### config.mk
export PLATFORM = sky130hd
export DESIGN_NAME = lsmx_unit
export DESIGN_NICKNAME = d
export VERILOG_FILES = /design/src/verilog/lsmx_unit.v
export VERILOG_INCLUDE_DIRS = /design/src /design/src/verilog
export SDC_FILE = /design/constraint.sdc
export NUM_CORES = 1
export LEC_CHECK = 0
export ABC_AREA = 1
export BUFFER_PORTS_ARGS = -buffer_cell sky130_fd_sc_hd__buf_2
export CAP_MARGIN = 5
export CELL_PAD_IN_SITES_DETAIL_PLACEMENT = 1
export CELL_PAD_IN_SITES_GLOBAL_PLACEMENT = 1
export CORE_ASPECT_RATIO = 0.6
export CORE_UTILIZATION = 43
export DETAILED_ROUTE_END_ITERATION = 8
export PLACE_DENSITY_LB_ADDON = 0.1
export REMOVE_ABC_BUFFERS = 1
export SLEW_MARGIN = 20
export SYNTH_ARGS = -nofsm -noshare
export SYNTH_HDL_FRONTEND = slang
export SYNTH_SLANG_ARGS = --single-unit
### constraint.sdc
create_clock -name clk_in -period 24.8 [get_ports clk_in]
set_clock_uncertainty 0.2 [all_clocks]
set_input_delay 4.96 -clock clk_in [delete_from_list [all_inputs] [get_ports clk_in]]
set_output_delay 4.96 -clock clk_in [all_outputs]
set_load 0.01 [all_outputs]
### src/verilog/lsmx_regs.vh
// Constants shared by the block-transfer and exclusive-access execution unit.
`ifndef LSMX_REGS_VH
`define LSMX_REGS_VH
// Operation codes on the command port.
`define LSMX_OP_LOAD_MULTIPLE 3'h0
`define LSMX_OP_STORE_MULTIPLE 3'h1
`define LSMX_OP_PUSH 3'h2
`define LSMX_OP_POP 3'h3
`define LSMX_OP_LOAD_EXCLUSIVE 3'h4
`define LSMX_OP_STORE_EXCLUSIVE 3'h5
`define LSMX_OP_CLEAR_EXCLUSIVE_MONITOR 3'h6
// Addressing modes of block transfers.
`define LSMX_MODE_INCREMENT_AFTER 1'b0
`define LSMX_MODE_DECREMENT_BEFORE 1'b1
// Access sizes.
`define LSMX_SIZE_BYTE 2'h0
`define LSMX_SIZE_HALF 2'h1
`define LSMX_SIZE_WORD 2'h2
// Register numbers with special meaning.
`define LSMX_STACK_POINTER_REG 4'hd
`define LSMX_LINK_REG 4'he
`define LSMX_PROGRAM_COUNTER_REG 4'hf
// Address step between words of a block transfer.
`define LSMX_WORD_STEP 32'h0000_0004
// Status written by a store exclusive.
`define LSMX_STATUS_DONE 32'h0000_0000
`define LSMX_STATUS_FAIL 32'h0000_0001
// Reset values.
`define LSMX_RST_WORD 32'h0000_0000
`define LSMX_RST_LIST 16'h0000
`endif

### src/verilog/lsmx_unit.v
// Execution unit for load/store multiple, push/pop and exclusive transfers.
`timescale 1ns/1ns
`default_nettype none
`include "lsmx_regs.vh"
module lsmx_unit (
   // Clock and reset.
   input wire clk_in,
   input wire sys_rst_in,
   // Command from the instruction stream.
   input wire cmd_valid_in,
   input wire [2:0] cmd_op_in,
   input wire cmd_mode_in,
   input wire cmd_writeback_in,
   input wire [3:0] cmd_base_reg_in,
   input wire [31:0] cmd_base_value_in,
   input wire [15:0] cmd_list_in,
   input wire [1:0] cmd_size_in,
   input wire [3:0] cmd_transfer_reg_in,
   input wire [3:0] cmd_status_reg_in,
   input wire [7:0] cmd_offset_words_in,
   output reg cmd_ready_out,
   // Register file read port; data is expected in the same cycle as the index.
   output reg [3:0] rf_rd_idx_out,
   input wire [31:0] rf_rd_data_in,
   // Register file write port.
   output reg rf_we_out,
   output reg [3:0] rf_wr_idx_out,
   output reg [31:0] rf_wr_data_out,
   // Program counter loads.
   output reg branch_out,
   output reg [31:0] branch_addr_out,
   output reg pc_bit0_err_out,
   // Condition flag write enable, never raised by this unit.
   output reg flags_we_out,
   // Memory port.
   output reg mem_req_out,
   output reg mem_we_out,
   output reg [31:0] mem_addr_out,
   output reg [1:0] mem_size_out,
   output reg [31:0] mem_wdata_out,
   input wire mem_ack_in,
   input wire [31:0] mem_rdata_in,
   // Accesses made by other agents, used to drop the reservation.
   input wire snoop_valid_in,
   input wire [31:0] snoop_addr_in
);

   localparam S_IDLE = 3'd0;
   localparam S_NEXT = 3'd1;
   localparam S_READ = 3'd2;
   localparam S_MEM = 3'd3;

   ////////////////////////////////////////////////////////////////////////////
   // Helpers.

   function [3:0] lowest_reg;
      input [15:0] list;
      integer i;
      begin
         lowest_reg = 4'h0;
         for (i = 15; i >= 0; i = i - 1) begin
            if (list[i]) begin
               lowest_reg = i[3:0];
            end
         end
      end
   endfunction

   function [3:0] highest_reg;
      input [15:0] list;
      integer i;
      begin
         highest_reg = 4'h0;
         for (i = 0; i < 16; i = i + 1) begin
            if (list[i]) begin
               highest_reg = i[3:0];
            end
         end
      end
   endfunction

   function [31:0] size_mask;
      input [1:0] size;
      input [31:0] data;
      begin
         case (size)
            `LSMX_SIZE_BYTE: size_mask = {24'h00_0000, data[7:0]};
            `LSMX_SIZE_HALF: size_mask = {16'h0000, data[15:0]};
            default: size_mask = data;
         endcase
      end
   endfunction

   ////////////////////////////////////////////////////////////////////////////
   // State.

   reg [2:0] state_ff;
   reg [15:0] list_ff;
   reg [31:0] addr_ff;
   reg [31:0] last_addr_ff;
   reg desc_ff;
   reg load_ff;
   reg writeback_ff;
   reg [3:0] base_reg_ff;
   reg [3:0] cur_reg_ff;
   reg [1:0] size_ff;
   reg excl_load_ff;
   reg excl_store_ff;
   reg [3:0] status_reg_ff;
   reg [31:0] status_ff;
   reg resv_valid_ff;
   reg [31:0] resv_addr_ff;
   reg [1:0] resv_size_ff;

   wire [2:0] op = cmd_op_in;
   wire is_push = (op == `LSMX_OP_PUSH);
   wire is_pop = (op == `LSMX_OP_POP);
   wire is_block = (op == `LSMX_OP_LOAD_MULTIPLE) || (op == `LSMX_OP_STORE_MULTIPLE) || is_push || is_pop;
   wire [31:0] excl_addr = cmd_base_value_in + {22'h00_0000, cmd_offset_words_in, 2'b00};
   wire resv_hit = resv_valid_ff && (resv_addr_ff == excl_addr) && (resv_size_ff == cmd_size_in);
   wire snoop_hit = snoop_valid_in && (snoop_addr_in[31:2] == resv_addr_ff[31:2]);
   wire [3:0] nxt_reg = desc_ff ? highest_reg(list_ff) : lowest_reg(list_ff);
   wire [31:0] nxt_addr = desc_ff ? addr_ff - `LSMX_WORD_STEP : addr_ff + `LSMX_WORD_STEP;
   wire [31:0] load_value = size_mask(size_ff, mem_rdata_in);

   ////////////////////////////////////////////////////////////////////////////
   // Sequencer.

   always @(posedge clk_in or posedge sys_rst_in) begin
      if (sys_rst_in) begin
         state_ff <= S_IDLE;
         list_ff <= `LSMX_RST_LIST;
         addr_ff <= `LSMX_RST_WORD;
         last_addr_ff <= `LSMX_RST_WORD;
         desc_ff <= 1'b0;
         load_ff <= 1'b0;
         writeback_ff <= 1'b0;
         base_reg_ff <= 4'h0;
         cur_reg_ff <= 4'h0;
         size_ff <= `LSMX_SIZE_WORD;
         excl_load_ff <= 1'b0;
         excl_store_ff <= 1'b0;
         status_reg_ff <= 4'h0;
         status_ff <= `LSMX_STATUS_FAIL;
         resv_valid_ff <= 1'b0;
         resv_addr_ff <= `LSMX_RST_WORD;
         resv_size_ff <= `LSMX_SIZE_WORD;
         cmd_ready_out <= 1'b0;
         rf_rd_idx_out <= 4'h0;
         rf_we_out <= 1'b0;
         rf_wr_idx_out <= 4'h0;
         rf_wr_data_out <= `LSMX_RST_WORD;
         branch_out <= 1'b0;
         branch_addr_out <= `LSMX_RST_WORD;
         pc_bit0_err_out <= 1'b0;
         flags_we_out <= 1'b0;
         mem_req_out <= 1'b0;
         mem_we_out <= 1'b0;
         mem_addr_out <= `LSMX_RST_WORD;
         mem_size_out <= `LSMX_SIZE_WORD;
         mem_wdata_out <= `LSMX_RST_WORD;
      end else begin
         rf_we_out <= 1'b0;
         branch_out <= 1'b0;
         pc_bit0_err_out <= 1'b0;
         // Flags are left alone by every transfer.
         flags_we_out <= 1'b0;
         // Another agent touching the reserved word breaks exclusivity.
         if (snoop_hit) begin
            resv_valid_ff <= 1'b0;
         end
         case (state_ff)
            S_IDLE: begin
               cmd_ready_out <= 1'b1;
               if (cmd_valid_in && cmd_ready_out) begin
                  excl_load_ff <= 1'b0;
                  excl_store_ff <= 1'b0;
                  status_reg_ff <= cmd_status_reg_in;
                  if (op == `LSMX_OP_CLEAR_EXCLUSIVE_MONITOR) begin
                     resv_valid_ff <= 1'b0;
                  end else if (is_block) begin
                     cmd_ready_out <= 1'b0;
                     state_ff <= S_NEXT;
                     list_ff <= cmd_list_in;
                     addr_ff <= cmd_base_value_in;
                     last_addr_ff <= cmd_base_value_in;
                     size_ff <= `LSMX_SIZE_WORD;
                     load_ff <= (op == `LSMX_OP_LOAD_MULTIPLE) || is_pop;
                     // Stack forms fix base, mode and writeback.
                     if (is_push || is_pop) begin
                        desc_ff <= is_push;
                        writeback_ff <= 1'b1;
                        base_reg_ff <= `LSMX_STACK_POINTER_REG;
                     end else begin
                        desc_ff <= (cmd_mode_in == `LSMX_MODE_DECREMENT_BEFORE);
                        writeback_ff <= cmd_writeback_in;
                        base_reg_ff <= cmd_base_reg_in;
                     end
                  end else if (op == `LSMX_OP_LOAD_EXCLUSIVE || op == `LSMX_OP_STORE_EXCLUSIVE) begin
                     cmd_ready_out <= 1'b0;
                     state_ff <= S_NEXT;
                     addr_ff <= excl_addr;
                     size_ff <= cmd_size_in;
                     desc_ff <= 1'b0;
                     writeback_ff <= 1'b0;
                     load_ff <= (op == `LSMX_OP_LOAD_EXCLUSIVE);
                     excl_load_ff <= (op == `LSMX_OP_LOAD_EXCLUSIVE);
                     excl_store_ff <= (op == `LSMX_OP_STORE_EXCLUSIVE);
                     status_ff <= `LSMX_STATUS_FAIL;
                     if (op == `LSMX_OP_STORE_EXCLUSIVE) begin
                        // A store exclusive always consumes the reservation.
                        resv_valid_ff <= 1'b0;
                        // A missed reservation skips memory entirely.
                        list_ff <= (resv_hit && !snoop_hit) ? (16'h0001 << cmd_transfer_reg_in) : 16'h0000;
                     end else begin
                        list_ff <= 16'h0001 << cmd_transfer_reg_in;
                     end
                  end
               end
            end
            S_NEXT: begin
               if (list_ff == 16'h0000) begin
                  cmd_ready_out <= 1'b1;
                  state_ff <= S_IDLE;
                  if (excl_store_ff) begin
                     rf_we_out <= 1'b1;
                     rf_wr_idx_out <= status_reg_ff;
                     rf_wr_data_out <= status_ff;
                  end else if (writeback_ff) begin
                     rf_we_out <= 1'b1;
                     rf_wr_idx_out <= base_reg_ff;
                     rf_wr_data_out <= last_addr_ff;
                  end
               end else begin
                  cur_reg_ff <= nxt_reg;
                  mem_addr_out <= addr_ff;
                  mem_size_out <= size_ff;
                  if (load_ff) begin
                     mem_req_out <= 1'b1;
                     mem_we_out <= 1'b0;
                     state_ff <= S_MEM;
                  end else begin
                     rf_rd_idx_out <= nxt_reg;
                     state_ff <= S_READ;
                  end
               end
            end
            S_READ: begin
               mem_wdata_out <= size_mask(size_ff, rf_rd_data_in);
               mem_req_out <= 1'b1;
               mem_we_out <= 1'b1;
               state_ff <= S_MEM;
            end
            S_MEM: begin
               if (mem_ack_in) begin
                  mem_req_out <= 1'b0;
                  mem_we_out <= 1'b0;
                  list_ff <= list_ff & ~(16'h0001 << cur_reg_ff);
                  last_addr_ff <= addr_ff;
                  addr_ff <= nxt_addr;
                  state_ff <= S_NEXT;
                  if (excl_store_ff) begin
                     status_ff <= `LSMX_STATUS_DONE;
                  end
                  // The reservation is set after the snoop clear, so setting wins.
                  if (excl_load_ff) begin
                     resv_valid_ff <= 1'b1;
                     resv_addr_ff <= addr_ff;
                     resv_size_ff <= size_ff;
                  end
                  if (load_ff && cur_reg_ff == `LSMX_PROGRAM_COUNTER_REG) begin
                     branch_out <= 1'b1;
                     branch_addr_out <= {load_value[31:1], 1'b0};
                     pc_bit0_err_out <= ~load_value[0];
                  end else if (load_ff) begin
                     rf_we_out <= 1'b1;
                     rf_wr_idx_out <= cur_reg_ff;
                     rf_wr_data_out <= load_value;
                  end
               end
            end
            default: begin
               state_ff <= S_IDLE;
            end
         endcase
      end
   end

endmodule // lsmx_unit
`default_nettype wire

After elaboration in Yosys (flattened, before gate mapping)
Cells that the tools add are included.
Operators by class
  $add $sub $neg: 3
  eq/ne operators: 28
  shift-type cells: 2
  mux-type cells: 134
  bitwise logic cells: 6
  reductions and logical operators: 36
Operators with widths (count)
  $mux 32: 22
  $pmux 32 s2: 6
  $mux 4: 37
  $mux 16: 7
  $mux 1: 45
  $add 32x10->32: 1
  $add 32x3->32 const B: 1
  $eq 32x32->1: 1
  $pmux 16 s2: 1
  $shl 1x4->16 const A: 2
  $sub 32x3->32 const B: 1
  $eq 30x30->1: 1
  $ne 2x2->1 const B: 12
  $and 16x16->16: 1
  $logic_not 16->1: 1
  $not 16->16: 1
  $reduce_and 4->1: 4
  $mux 3: 5
  $eq 3x2->1 const B: 4
  $pmux 3 s4: 1
  $reduce_and 5->1: 2
  $eq 3x3->1 const B: 3
  $reduce_and 3->1: 3
  $mux 2: 4
  other kinds (19): 43
Word-level totals
  register bits: 312
  output and inout bits: 145
  word-level logic and storage cells: 239

Longest topological paths before layout
  depth after elaboration: 17
  gate-level depth with buffers: 24
  gate-level depth less buffers: 23

Least setup slack after synthesis
OpenSTA, ideal clock, no wires.
  kind: input port to flip-flop
  start point: in cmd_base_value_in[2]
  end point: reg list_ff[8]
  setup time: 66 ps
  arrival: 7041 ps
  path slack: 17494 ps
  stages on the path: 22
  buffers on the path: 1
  cells stage by stage: ha_1 -> inv_1 -> fa_1 -> inv_1 -> nand3_1 -> nand2_1 -> nand2_1 -> nand2_2 -> nand2_1 -> nand2_1 -> nand2_1 -> xnor2_1 -> nor2_1 -> nand3_1 -> nor2_1 -> nand2_1 -> nand2_4 -> buf_12 -> nand2_2 -> nand2_1 -> nand2_1 -> nand2_1
On the way
  word-level cells in the longest chain between the ends: 12
RTL lines
  start: declaration: line lsmx_unit.v:15  | input wire [31:0] cmd_base_value_in,
  $add 32x10->32: line lsmx_unit.v:119  | wire [31:0] excl_addr = cmd_base_value_in + {22'h00_0000, cmd_offset_words_in, 2'b00};
  $eq 32x32->1: line lsmx_unit.v:120  | wire resv_hit = resv_valid_ff && (resv_addr_ff == excl_addr) && (resv_size_ff == cmd_size_in);
  $logic_and 1x1->1 (2 in series): line lsmx_unit.v:120
  $logic_and 1x1->1: line lsmx_unit.v:214  | list_ff <= (resv_hit && !snoop_hit) ? (16'h0001 << cmd_transfer_reg_in) : 16'h0000;
  $mux 16: line lsmx_unit.v:214
  $mux 16: line lsmx_unit.v:210  | if (op == `LSMX_OP_STORE_EXCLUSIVE) begin
  $mux 16: line lsmx_unit.v:199  | end else if (op == `LSMX_OP_LOAD_EXCLUSIVE || op == `LSMX_OP_STORE_EXCLUSIVE) begin
  $mux 16: line lsmx_unit.v:181  | end else if (is_block) begin
  $mux 16: line lsmx_unit.v:179  | if (op == `LSMX_OP_CLEAR_EXCLUSIVE_MONITOR) begin
  $mux 16: line lsmx_unit.v:175  | if (cmd_valid_in && cmd_ready_out) begin
  $pmux 16 s2: line lsmx_unit.v:172  | case (state_ff)
  end signal: assignment: line lsmx_unit.v:184  | list_ff <= cmd_list_in;
  end signal: assignment: line lsmx_unit.v:214
  end signal: assignment: line lsmx_unit.v:216  | list_ff <= 16'h0001 << cmd_transfer_reg_in;
  end: declaration: line lsmx_unit.v:98  | reg [15:0] list_ff;
No other way between the ends. The select of a mux whose other input is x is not followed.
A chain may end at the register's enable or synchronous reset.

Worst setup path after layout
  start point: in cmd_base_value_in[2]
  end point: reg list_ff[4]
The elaborated chain is that of the path after synthesis.

==> impl_metrics.tcl <==
set metrics [dict create \
    status "finished clean" \
    yosysTopAreaCell "dfrtp_1" \
    yosys.area_share.simple_pct 28.7 \
    grt_pass1_vias 17800 \
    holdWs_ps 265 \
    stdcell_count 3198 \
    hp-class "flop to flop" \
    routed_wl_um 68200 \
    synthTopCellsByCount "nand2_1, dfrtp_1, inv_1, o21ai_0, nor2_1" \
    insertion_delay_ps 600 \
    drt-vias-per-instance 5.57 \
    max_cap_viol_count 0 \
    htreeDepth 1 \
    hold_viol_final 0 \
    area_growth_pct 18.0 \
    startpoint "cmd_base_value_in[2]" \
    muxShareOfSynthArea_pct 0 \
    io_buffers 316 \
    synth.avg_cell_area_um2 7.01 \
    worst-path-max-fanout 16 \
    endpoint "list_ff[4]" \
    die_w_um 257 \
    gp_congestion 0.986 \
    p_int_mw 1.41 \
    pin_count 321 \
    finalInstanceArea_mm2 0.0198 \
    placed_cells 3138 \
    drt_iter0_drc 1997 \
    combinationalPowerShare_pct 53.6 \
    globalRouteOverflowTotal 0 \
    slew_headroom_pct 27.6 \
    synthesis.area_mm2 0.0167 \
    netSwitchingPower_mw 1.45 \
    worstMarginPinSlew_ps 1090 \
    crit_type "input pin to flop" \
    ys_seq_elements 280 \
    synth.top_cells.by_area "dfrtp_1, nand2_1, o21ai_0, inv_1, nor2_1" \
    crit_arrival_ps 8130 \
    dr.pass1.iters 6 \
    grtUsageTotal_pct 33.8 \
    async_flop_share_pct 100 \
    seqPwrFrac_pct 30.2 \
    rows 55 \
    endpoint_kind "flop" \
    r2r-end "addr_ff[24]" \
    ir_drop_mv 0.108 \
    synth_compound_area_share_pct 16.5 \
    ys_seq_area_share_pct 41.9 \
    rrSetupSlack_ps 20620 \
    postCtsSetupRepairBufs 0 \
    fin_ws_ps 17010 \
    synth_edf_count 0 \
    drive_gt1_share_pct 16.1 \
    clockPowerShare_pct 16.2 \
    swShare_pct 50.6 \
    synth_top_area_share_pct 41.2 \
    dp_hpwl_um 50900 \
    pwr_density_cell_mw_per_mm2 145 \
    period_needed_ps 7790 \
    drtAntennaViolNets 0 \
    drc 0 \
    dpl_cell_area_mm2 0.0188 \
    synth_top_family_by_area "simple AND/OR/NAND/NOR gates" \
    critPathLaunchType "input pin" \
    grt_start_max_net_pins 78 \
    initial_core_util_pct 44.0 \
    setup_violations 0 \
    vias 17800 \
    cts_tree "done" \
    rsz0062_at_grt "no" \
    die_area_mm2 0.0398 \
    syn_inst 2388 \
    holdBufCountCts 0 \
    final_core_util_pct 51.9 \
    antenna_found_initial 10 \
    post_cts_resized 0 \
    pre_cts_ws_ps 16490 \
    die_h_um 155 \
    yosysUniqueCellTypes 48 \
    yosys_warnings 0 \
    finalCritPeriodShare_pct 31.4 \
    synth_xor_area_share_pct 1.36 \
    yosysMostFrequentCell "nand2_1" \
    finalMaxSlewViolations 0 \
    cts-buffers-inserted 28 \
    synthAdderAreaFrac_pct 3.23 \
    p_leak_nw 10.4 \
    cts_sinks 280 \
    path_clk_slew_ps 70 \
    cts_root_buf "clkbuf_16" \
    fmax_mhz 128 \
    total_power_mw 2.86 \
    reg2reg_from "desc_ff" \
    reg2reg_depth 13 \
    cts_max_path_buffers 3 \
    critPathRequiredTime_ps 25140 \
    setup_tns_ps 0 \
    ys.flop_type "dfrtp_1" \
    wire_per_inst_um 21.3 \
    core_mm2 0.0381 \
    nNetsFinal 2873 \
    grt_pass1_wl_um 104000 \
]
==> cells in the final DEF, fill, tap and decap left out, types with 11 or more instances in the layout <==
master     count
nand2_1      777
buf_2        316
dfrtp_1      276
inv_1        255
o21ai_0      248
nor2_1       192
nand3_1      139
a21oi_1      113
o211ai_1      50
ha_1          39
a31oi_1       35
clkbuf_16     28
o22ai_1       25
nand2_2       20
xor2_1        20
buf_4         18
nand4_1       11
==> flip-flops by register name (all words and copies together), names as in the netlist, 2 cells and up <==
| name | cells |
|---|---|
| addr_ff | 32 |
| last_addr_ff | 32 |
| mem_addr_out | 32 |
| mem_wdata_out | 32 |
| resv_addr_ff | 32 |
| rf_wr_data_out | 32 |
| branch_addr_out | 31 |
| list_ff | 16 |
| base_reg_ff | 4 |
| cur_reg_ff | 4 |
| rf_rd_idx_out | 4 |
| rf_wr_idx_out | 4 |
| status_reg_ff | 4 |
| mem_size_out | 2 |
| resv_size_ff | 2 |
| size_ff | 2 |
| state_ff | 2 |
==> cell type report <==
type	instances	area (µm²)
Fill cell	5048	18300
Clock buffer	34	753
Antenna cell	8	20.0
Inverter	262	991
Tap cell	513	642
Sequential cell	280	7010
Clock inverter	18	226
Timing Repair Buffer	334	1720
Multi-Input combinational cell	1749	8400
==> routing by layer <==
layer | global-route usage [%] | vias up | share of wire (%)
met4 | 6.63 | 2 | 1.7
met2 | 51.3 | 636 | 43
li1 | - | 8297 | -
met3 | 5.25 | 72 | 7.5
met5 | 0 | - | 0.016
met1 | 51.0 | 8815 | 47
==> power by group through the flow <==
stage               clock, mW  combinational [mW]  sequential [mW]
floorplan                   0               0.900            0.857
global placement            0                1.44            0.849
detailed placement          0                1.50            0.861
CTS                     0.468                1.52            0.856
global route            0.484                1.71            0.883
finish                  0.464                1.53            0.863
==> critical path, stage by stage <==
cell	delay [ps]
buf_2	90
ha_1	270
inv_1	80
fa_1	360
inv_1	200
nand3_1	130
nand2_1	170
nand2_1	80
nand2_2	210
nand2_1	110
nand3_1	90
nand2_1	50
inv_1	160
nand3_1	180
nor2_1	140
nand3_1	80
nor2_1	90
nand2_1	110
nand2_4	240
nand2_2	70
nand2_1	100
nand2_1	70
nand2_1	60
==> worst min-delay path by stage <==
stage,start,end,cells past startpoint
3_5_place_dp,mem_wdata_out[0],mem_wdata_out[0],2
3_3_place_gp,mem_wdata_out[3],mem_wdata_out[3],2
4_1_cts,mem_wdata_out[0],mem_wdata_out[0],2
2_1_floorplan,base_reg_ff[0],base_reg_ff[0],2
5_1_grt,mem_wdata_out[0],mem_wdata_out[0],2
6_report,mem_wdata_out[0],mem_wdata_out[0],2
==> cell families (layout without fill, tap and decap cells) <==
logic type / Yosys count / count (layout)
AND/OR/NAND/NOR: 1181 / 1181
buffers and inverters: 360 / 648
adder cells (fa/ha/maj): 42 / 42
AO/OA/AOI/OAI: 498 / 498
other: 1 / 10
XOR/XNOR: 26 / 26
flip-flops: 280 / 280
Power figures use the tool's default switching activity.
